===== src/inc/dpax_defines.vh =====
`ifndef DPAX_DEFINES_VH
`define DPAX_DEFINES_VH

// ****************************************************************
// Page selector geometry and reset values
// ****************************************************************
`define DPAX_PAGE_W 10
`define DPAX_EA_W 16
`define DPAX_EA_TOP 15
`define DPAX_PAGE_RST 10'h001
`define DPAX_PAGE_ZERO 10'h000
`define DPAX_PAGE_ONE 10'h001

// ****************************************************************
// Page boundary values
// ****************************************************************
`define DPAX_EXT_LAST 10'h1FF
`define DPAX_VIS_LOW_FIRST 10'h200
`define DPAX_VIS_LOW_LAST 10'h2FF
`define DPAX_VIS_HIGH_FIRST 10'h300
`define DPAX_VIS_HIGH_LAST 10'h3FF
`define DPAX_VIS_BIT 9

// ****************************************************************
// Addressing mode codes
// ****************************************************************
`define DPAX_MODE_W 3
`define DPAX_MODE_PLAIN 3'h0
`define DPAX_MODE_PREMOD 3'h1
`define DPAX_MODE_POSTMOD 3'h2
`define DPAX_MODE_REGOFS 3'h3
`define DPAX_MODE_MODULO 3'h4
`define DPAX_MODE_BITREV 3'h5

`endif


===== src/design/dpax_page_ext.v =====
`timescale 1ns/1ps
`include "dpax_defines.vh"


// ****************************************************************
// Data page address extension
// ****************************************************************
module dpax_page_ext #(
  parameter PAGE_W = `DPAX_PAGE_W,
  parameter EA_W = `DPAX_EA_W
) (
  // Clock and reset.
  input wire sys_clk,
  input wire rst,
  // Selector loads from the core.
  input wire rdPageWrEn,
  input wire wrPageWrEn,
  input wire [PAGE_W-1:0] pageWrData,
  // Access request from address generation.
  input wire accValid,
  input wire accWrite,
  input wire [`DPAX_MODE_W-1:0] accMode,
  input wire [EA_W-1:0] baseEa,
  input wire [EA_W-1:0] modEa,
  input wire accOverflow,
  input wire accUnderflow,
  // Result towards the load/store unit.
  output reg ansValid_q,
  output reg [EA_W-1:0] ansEa_q,
  output reg [PAGE_W-1:0] ansPage_q,
  output reg ansPaged_q,
  output reg addrErrTrap_q,
  // Registered selector values, one cycle behind the selectors.
  output reg [PAGE_W-1:0] readPageSelector_q,
  output reg [PAGE_W-1:0] writePageSelector_q
);

  // ****************************************************************
  // Helpers
  // ****************************************************************

  // True for a program-space visibility page value.
  function isVisPage;
    input [PAGE_W-1:0] pg;
    begin
      isVisPage = pg[`DPAX_VIS_BIT];
    end
  endfunction

  // True for a mode that walks the page selector on a wrap.
  function isWalkMode;
    input [`DPAX_MODE_W-1:0] m;
    begin
      isWalkMode = (m == `DPAX_MODE_PREMOD) || (m == `DPAX_MODE_POSTMOD);
    end
  endfunction

  // True for a mode that wraps within the current page.
  function isWrapMode;
    input [`DPAX_MODE_W-1:0] m;
    begin
      isWrapMode = (m == `DPAX_MODE_REGOFS) || (m == `DPAX_MODE_MODULO) ||
        (m == `DPAX_MODE_BITREV);
    end
  endfunction

  // ****************************************************************
  // Page selectors
  // ****************************************************************

  wire [PAGE_W-1:0] rdPage; // Read selector value.
  wire [PAGE_W-1:0] wrPage; // Write selector value.
  reg rdInc; // Read selector step up.
  reg rdDec; // Read selector step down.
  reg wrInc; // Write selector step up.
  reg wrDec; // Write selector step down.

  // Two independent selectors so one instruction reads one page and writes another.
  dpax_page_reg #(.PAGE_W(PAGE_W)) uRdPage (
    .sys_clk(sys_clk),
    .rst(rst),
    .loadEn(rdPageWrEn),
    .loadVal(pageWrData),
    .incEn(rdInc),
    .decEn(rdDec),
    .page_q(rdPage)
  );

  dpax_page_reg #(.PAGE_W(PAGE_W)) uWrPage (
    .sys_clk(sys_clk),
    .rst(rst),
    .loadEn(wrPageWrEn),
    .loadVal(pageWrData),
    .incEn(wrInc),
    .decEn(wrDec),
    .page_q(wrPage)
  );

  // ****************************************************************
  // Address correction
  // ****************************************************************

  reg [PAGE_W-1:0] actPage; // Active page selector for this access.
  reg paged; // Unmodified address lies in the paged window.
  reg wrapHit; // A wrap this access must act on.
  reg [EA_W-1:0] ansEa_d; // Corrected address.
  reg [PAGE_W-1:0] ansPage_d; // Page used for the access.
  reg ansPaged_d; // Access lands in the paged window.
  reg addrErrTrap_d; // Address error.
  reg stepUp; // Step active selector up.
  reg stepDn; // Step active selector down.

  // Works out the corrected address, page step and trap for one access.
  always @* begin
    actPage = accWrite ? wrPage : rdPage;
    paged = baseEa[`DPAX_EA_TOP];
    wrapHit = paged && (accOverflow || accUnderflow);
    ansEa_d = modEa;
    ansPage_d = actPage;
    stepUp = 1'b0;
    stepDn = 1'b0;
    addrErrTrap_d = 1'b0;
    // A wrapped calculation starts from a cleared bit 15.
    if (wrapHit) begin
      ansEa_d[`DPAX_EA_TOP] = 1'b0;
    end
    if (wrapHit && isWrapMode(accMode)) begin
      // Stay on the page, back into the window.
      ansEa_d[`DPAX_EA_TOP] = 1'b1;
    end else if (wrapHit && isWalkMode(accMode)) begin
      if (accOverflow) begin
        if (actPage == `DPAX_EXT_LAST) begin
          // Leaving the last data page drops to base space.
          ansEa_d[`DPAX_EA_TOP] = 1'b0;
        end else if (!accWrite && actPage == `DPAX_VIS_HIGH_LAST) begin
          ansEa_d[`DPAX_EA_TOP] = 1'b0;
        end else begin
          // Includes 0x2FF to 0x300 crossing with bit 15 kept.
          stepUp = 1'b1;
          ansPage_d = actPage + `DPAX_PAGE_ONE;
          ansEa_d[`DPAX_EA_TOP] = 1'b1;
        end
      end else begin
        if (!accWrite && (actPage == `DPAX_PAGE_ONE ||
            actPage == `DPAX_VIS_LOW_FIRST)) begin
          ansEa_d[`DPAX_EA_TOP] = 1'b0;
        end else begin
          // Includes 0x300 to 0x2FF crossing with bit 15 kept.
          stepDn = 1'b1;
          ansPage_d = actPage - `DPAX_PAGE_ONE;
          ansEa_d[`DPAX_EA_TOP] = 1'b1;
        end
      end
    end
    ansPaged_d = ansEa_d[`DPAX_EA_TOP];
    // A paged access on page zero has no backing page.
    if (ansPaged_d && ansPage_d == `DPAX_PAGE_ZERO) begin
      addrErrTrap_d = 1'b1;
    end
    // Program space is read-only through the paged window.
    if (ansPaged_d && accWrite && isVisPage(ansPage_d)) begin
      addrErrTrap_d = 1'b1;
    end
    // A trapped access leaves the selectors untouched.
    if (!accValid || addrErrTrap_d) begin
      stepUp = 1'b0;
      stepDn = 1'b0;
    end
    rdInc = stepUp && !accWrite;
    rdDec = stepDn && !accWrite;
    wrInc = stepUp && accWrite;
    wrDec = stepDn && accWrite;
  end

  // ****************************************************************
  // Output registers
  // ****************************************************************

  // Results are registered so every output comes from a flip-flop.
  always @(posedge sys_clk) begin
    if (rst) begin
      ansValid_q <= 1'b0;
      ansEa_q <= {EA_W{1'b0}};
      ansPage_q <= `DPAX_PAGE_RST;
      ansPaged_q <= 1'b0;
      addrErrTrap_q <= 1'b0;
      readPageSelector_q <= `DPAX_PAGE_RST;
      writePageSelector_q <= `DPAX_PAGE_RST;
    end else begin
      ansValid_q <= accValid;
      ansEa_q <= ansEa_d;
      ansPage_q <= ansPage_d;
      ansPaged_q <= ansPaged_d;
      addrErrTrap_q <= accValid && addrErrTrap_d;
      // Mirrors are registered copies of the selector registers, one cycle behind them.
      readPageSelector_q <= rdPage;
      writePageSelector_q <= wrPage;
    end
  end

endmodule


===== src/design/dpax_page_reg.v =====
`timescale 1ns/1ps
`include "dpax_defines.vh"

// ****************************************************************
// One page selector register with load and step
// ****************************************************************
module dpax_page_reg #(
  parameter PAGE_W = `DPAX_PAGE_W
) (
  // Clock and reset.
  input wire sys_clk,
  input wire rst,
  // Software load of the selector.
  input wire loadEn,
  input wire [PAGE_W-1:0] loadVal,
  // Hardware step from the address unit.
  input wire incEn,
  input wire decEn,
  // Current value.
  output reg [PAGE_W-1:0] page_q
);

  // Selector state; a load wins over a step since software owns the value.
  always @(posedge sys_clk) begin
    if (rst) begin
      page_q <= `DPAX_PAGE_RST;
    end else if (loadEn) begin
      page_q <= loadVal;
    end else if (incEn) begin
      page_q <= page_q + `DPAX_PAGE_ONE;
    end else if (decEn) begin
      page_q <= page_q - `DPAX_PAGE_ONE;
    end
  end

endmodule


===== config.mk =====
export PLATFORM = sky130hd
export DESIGN_NAME = dpax_page_ext
export DESIGN_NICKNAME = d
export VERILOG_FILES = /design/src/design/dpax_page_ext.v /design/src/design/dpax_page_reg.v
export VERILOG_INCLUDE_DIRS = /design/src /design/src/inc
export SDC_FILE = /design/constraint.sdc
export NUM_CORES = 1
export LEC_CHECK = 0
export ABC_CLOCK_PERIOD_IN_PS = 10470
export BUFFER_PORTS_ARGS = -buffer_cell sky130_fd_sc_hd__buf_2
export CAP_MARGIN = 20
export CORE_MARGIN = 1
export CORE_UTILIZATION = 39
export CTS_CLUSTER_DIAMETER = 60
export CTS_CLUSTER_SIZE = 24
export DETAILED_ROUTE_END_ITERATION = 12
export GPL_ROUTABILITY_DRIVEN = 0
export PLACE_DENSITY = 0.71
export SLEW_MARGIN = 20
export SYNTH_ARGS = -nofsm -noshare
export SYNTH_HDL_FRONTEND = slang
export SYNTH_SLANG_ARGS = --single-unit

===== constraint.sdc =====
create_clock -name sys_clk -period 10.47 [get_ports sys_clk]
set_input_delay 1.047 -clock sys_clk [delete_from_list [all_inputs] [get_ports sys_clk]]
set_output_delay 1.047 -clock sys_clk [all_outputs]
set_load 0.005 [all_outputs]

==> metrics.csv <==
stage,metric,value,unit
synthesis,syn_inst,426,
synthesis,synth_area_leader_cell,dfxtp_1,
floorplan,core-area,0.00977,mm^2
grt,grt_pass1_wl,15100,um
clocking,holdBufCountCts,0,
grt,grtUsageMet1,24.0,%
final_layout,multi_input_area,0.00240,mm^2
floorplan,rows,36,
routing,wirelength,9300,um
synthesis,synth.area.top_cells,"dfxtp_1 (35%), ha_1 (6.4%), mux2i_1 (6.4%)",
clocking,clockBufferDepth,2,
grt,grt_max_degree,76,
worst_setup_path,r2r_slack,4.59,ns
clocking,clock_latency,0.34,ns
flow_run,drv_cap,0,
sta,setup_violations,0,
clocking,clockRootBuffer,clkbuf_8,
sta,rsz0062_at_grt,false,
floorplan,start_util,40.2,%
worst_setup_path,cp.arrival,7.08,ns
floorplan,die_area,0.0105,mm^2
worst_setup_path,end_kind,flop,
routing,route.vias.total,3387,
synthesis,synth_area,0.00393,mm^2
hold_path,holdCritPathClass,reg -> reg,
worst_setup_path,crit_fanout,44,
sta,worst_pin_slew,0.939,ns
floorplan,die_width,102,um
grt,busiest_layer,met2,
synthesis,synthArstFlopShare,0,%
sta,final_max_slew_viol_count,0,
synthesis,synth-seq-cells,68,
worst_setup_path,critPathSlowestCell,buf_2,
run_status,status,"finished, final reports clean",
synthesis,synth_edf_count,0,
worst_setup_path,crit_required,10.71,ns
pwr,peakVddDrop,0.0689,mV
grt,track_usage,18.6,%
clocking,cts_tree,done,
final_layout,seq_area,0.00136,mm^2
sta,setup_tns,0,ns
hold_path,holdPathStages,1,
synthesis,ys_seq_area_share,34.6,%
floorplan,die_y,102,um
final_layout,drive_gt1_share,24.2,%
placement,place_ws,3.38,ns
synthesis,dominantRegCellSynth,dfxtp_1,
worst_setup_path,worst_r2r_path_depth,21,
pwr,power_density,130,mW/mm^2
clocking,path_clk_slew,0.07,ns
synthesis,synth_cell_types,71,
sta,fin_crit_sh,65.3,%
sta,slew_headroom,37.2,%
clocking,cts_resized,0,
grt,antenna_found_initial,0,
placement,io_buffers,86,
routing,routedWlPerCell,14.5,um
routing,viasPerCell,5.28,
synthesis,synth_top_area_share,34.6,%
grt,first_global_vias,3169,
clocking,cts_sinks,68,
worst_setup_path,setup.worst_path.class,in -> reg,
synthesis,syn-num-nets,501,
clocking,htreeDepth,3,
final_layout,syn_to_final_growth,17.2,%
clocking,cts_setup_buffers,0,
worst_setup_path,start_kind,primary input,
grt,grt_util_met2,30.3,%
grt,grt_use_met3,2.80,%
synthesis,ys_warn_count,0,
sta,skew,0.00704,ns
clocking,cts_inserted_buffers,9,
routing,ant_nets,0,
synthesis,syn_area_per_cell,9.22,um^2
routing,drc,0,
sta,hold_viol,0,
final_layout,n_antenna_cell,0,
final_layout,n_fill_cell,934,
sta,max_freq,146,MHz
sta,fin_crit,6.84,ns
final_layout,final_nets,580,
floorplan,num_io_pins,102,
routing,first_iter_violations,140,
routing,firstDrtPassIters,4,
grt,overflow,0,
sta,final.setup.worst_slack,3.63,ns
placement,hpwl,7020,um
worst_setup_path,crit_chain,buf_2 > mux2i_1 > inv_1 > ha_1 > mux2i_4 > o211ai_2 > o32ai_2 > xor2_1 > nand4b_4 > nor3_1 > nand3b_1 > ha_1 > a21o_1 > a21oi_1 > o21bai_1 > a2111o_1 > a41oi_1 > mux2i_1 > o311ai_0 > xnor2_1 > o21a_1,
worst_setup_path,slowest_delay,0.60,ns
pwr,p_leak,2.09,nW
[logic make-up after synthesis]
group | after synthesis | share of synthesized area, %
buffers and inverters | 37 | 4.46
XOR/XNOR | 23 | 5.13
multiplexers | 31 | 8.47
AND/OR/NAND/NOR | 149 | 21.2
flip-flops | 68 | 34.6
adder cells (fa/ha/maj) | 22 | 7.39
AO/OA/AOI/OAI | 96 | 18.7
[path summary, 6_finish.rpt]
check	start	endpoint
worst min-delay path	uWrPage.page_q[9]$_SDFFE_PP0P_	writePageSelector_q[9]$_SDFF_PP0_
worst min register to register	uWrPage.page_q[9]$_SDFFE_PP0P_	writePageSelector_q[9]$_SDFF_PP0_
worst max register to register	uRdPage.page_q[1]$_SDFFE_PP0P_	uWrPage.page_q[9]$_SDFFE_PP0P_
worst max-delay path	accWrite	uWrPage.page_q[9]$_SDFFE_PP0P_
[state kept, by name (all words and copies together), names as in the netlist]
signal and flops:
writePageSelector_q 10, readPageSelector_q 10, ansValid_q 1, ansPage_q 10, ansEa_q 16, uRdPage.page_q 10
addrErrTrap_q 1, uWrPage.page_q 10
[synthesized netlist by cell type (5+ instances only)]
cell	n
a211oi_1	17
a21o_1	12
a21oi_1	12
a31oi_1	5
clkbuf_1	11
dfxtp_1	68
ha_1	20
inv_1	16
mux2i_1	25
nand2_1	19
nand2b_1	5
nand3b_1	5
nor2_1	38
nor2b_1	36
nor3_1	11
o21ai_0	12
xnor2_1	13
xor2_1	10
[metrics by stage]
stage | util (%) | power, mW | std cells | hold WS, ns | cell area [um^2]
3_3_place_gp | 45.3 | 0.421 | 626 | 0.563 | 4430
6_report | 47.1 | 0.601 | 642 | 0.579 | 4600
5_1_grt | 47.1 | 0.635 | 642 | 0.592 | 4600
4_1_cts | 47.0 | 0.607 | 641 | 0.573 | 4600
2_1_floorplan | - | 0.385 | 426 | 0.488 | 3930
3_5_place_dp | 45.3 | 0.424 | 626 | 0.564 | 4430
[report_power, final]
part	internal [mW]	switching [mW]	leakage [nW]	total [mW]
clock network	0.0843	0.0971	0.0811	0.181
logic	0.0600	0.0701	1.45	0.130
registers	0.274	0.0150	0.562	0.289
[metal layers]
metal | share of wire, % | vias to the layer above
met3 | 5.9 | 21
met2 | 45 | 116
met1 | 46 | 1548
met5 | 0 | -
li1 | - | 1702
met4 | 3.4 | 0
[worst max-delay path: cells and delay by family]
kind	cells	cell delay, ns
buffers and inverters	2	0.80
AO/OA/AOI/OAI	9	2.33
adder cells (fa/ha/maj)	2	0.59
AND/OR/NAND/NOR	3	0.75
XOR/XNOR	2	0.53
multiplexers	3	0.99
[placed cells by master, fill, tap and decap left out, types with 3 or more instances in the layout]
cell type	instances
xor2_1	10
buf_2	86
ha_1	20
nand2b_1	5
mux2i_1	25
nor3_1	11
nand4_1	4
a21oi_1	12
xnor2_1	13
a211oi_1	17
o211ai_1	4
o21ai_0	12
nor2b_1	36
o21ai_1	3
nand4b_1	4
mux2_2	4
nor2_1	38
a21o_1	12
nand3_1	3
nand2_1	19
or4_1	3
or3_1	4
inv_1	16
dfxtp_1	68
nand3b_1	5
a31oi_1	5
clkbuf_8	9
[layout make-up]
type                            count  area share, %
Timing Repair Buffer               88           9.68
Clock inverter                      6          0.924
Multi-Input combinational cell    321           52.1
Clock buffer                        9           2.69
Sequential cell                    68           29.6
Tap cell                          133           3.62
Inverter                           17           1.39
(Power assumes the default switching activity.)
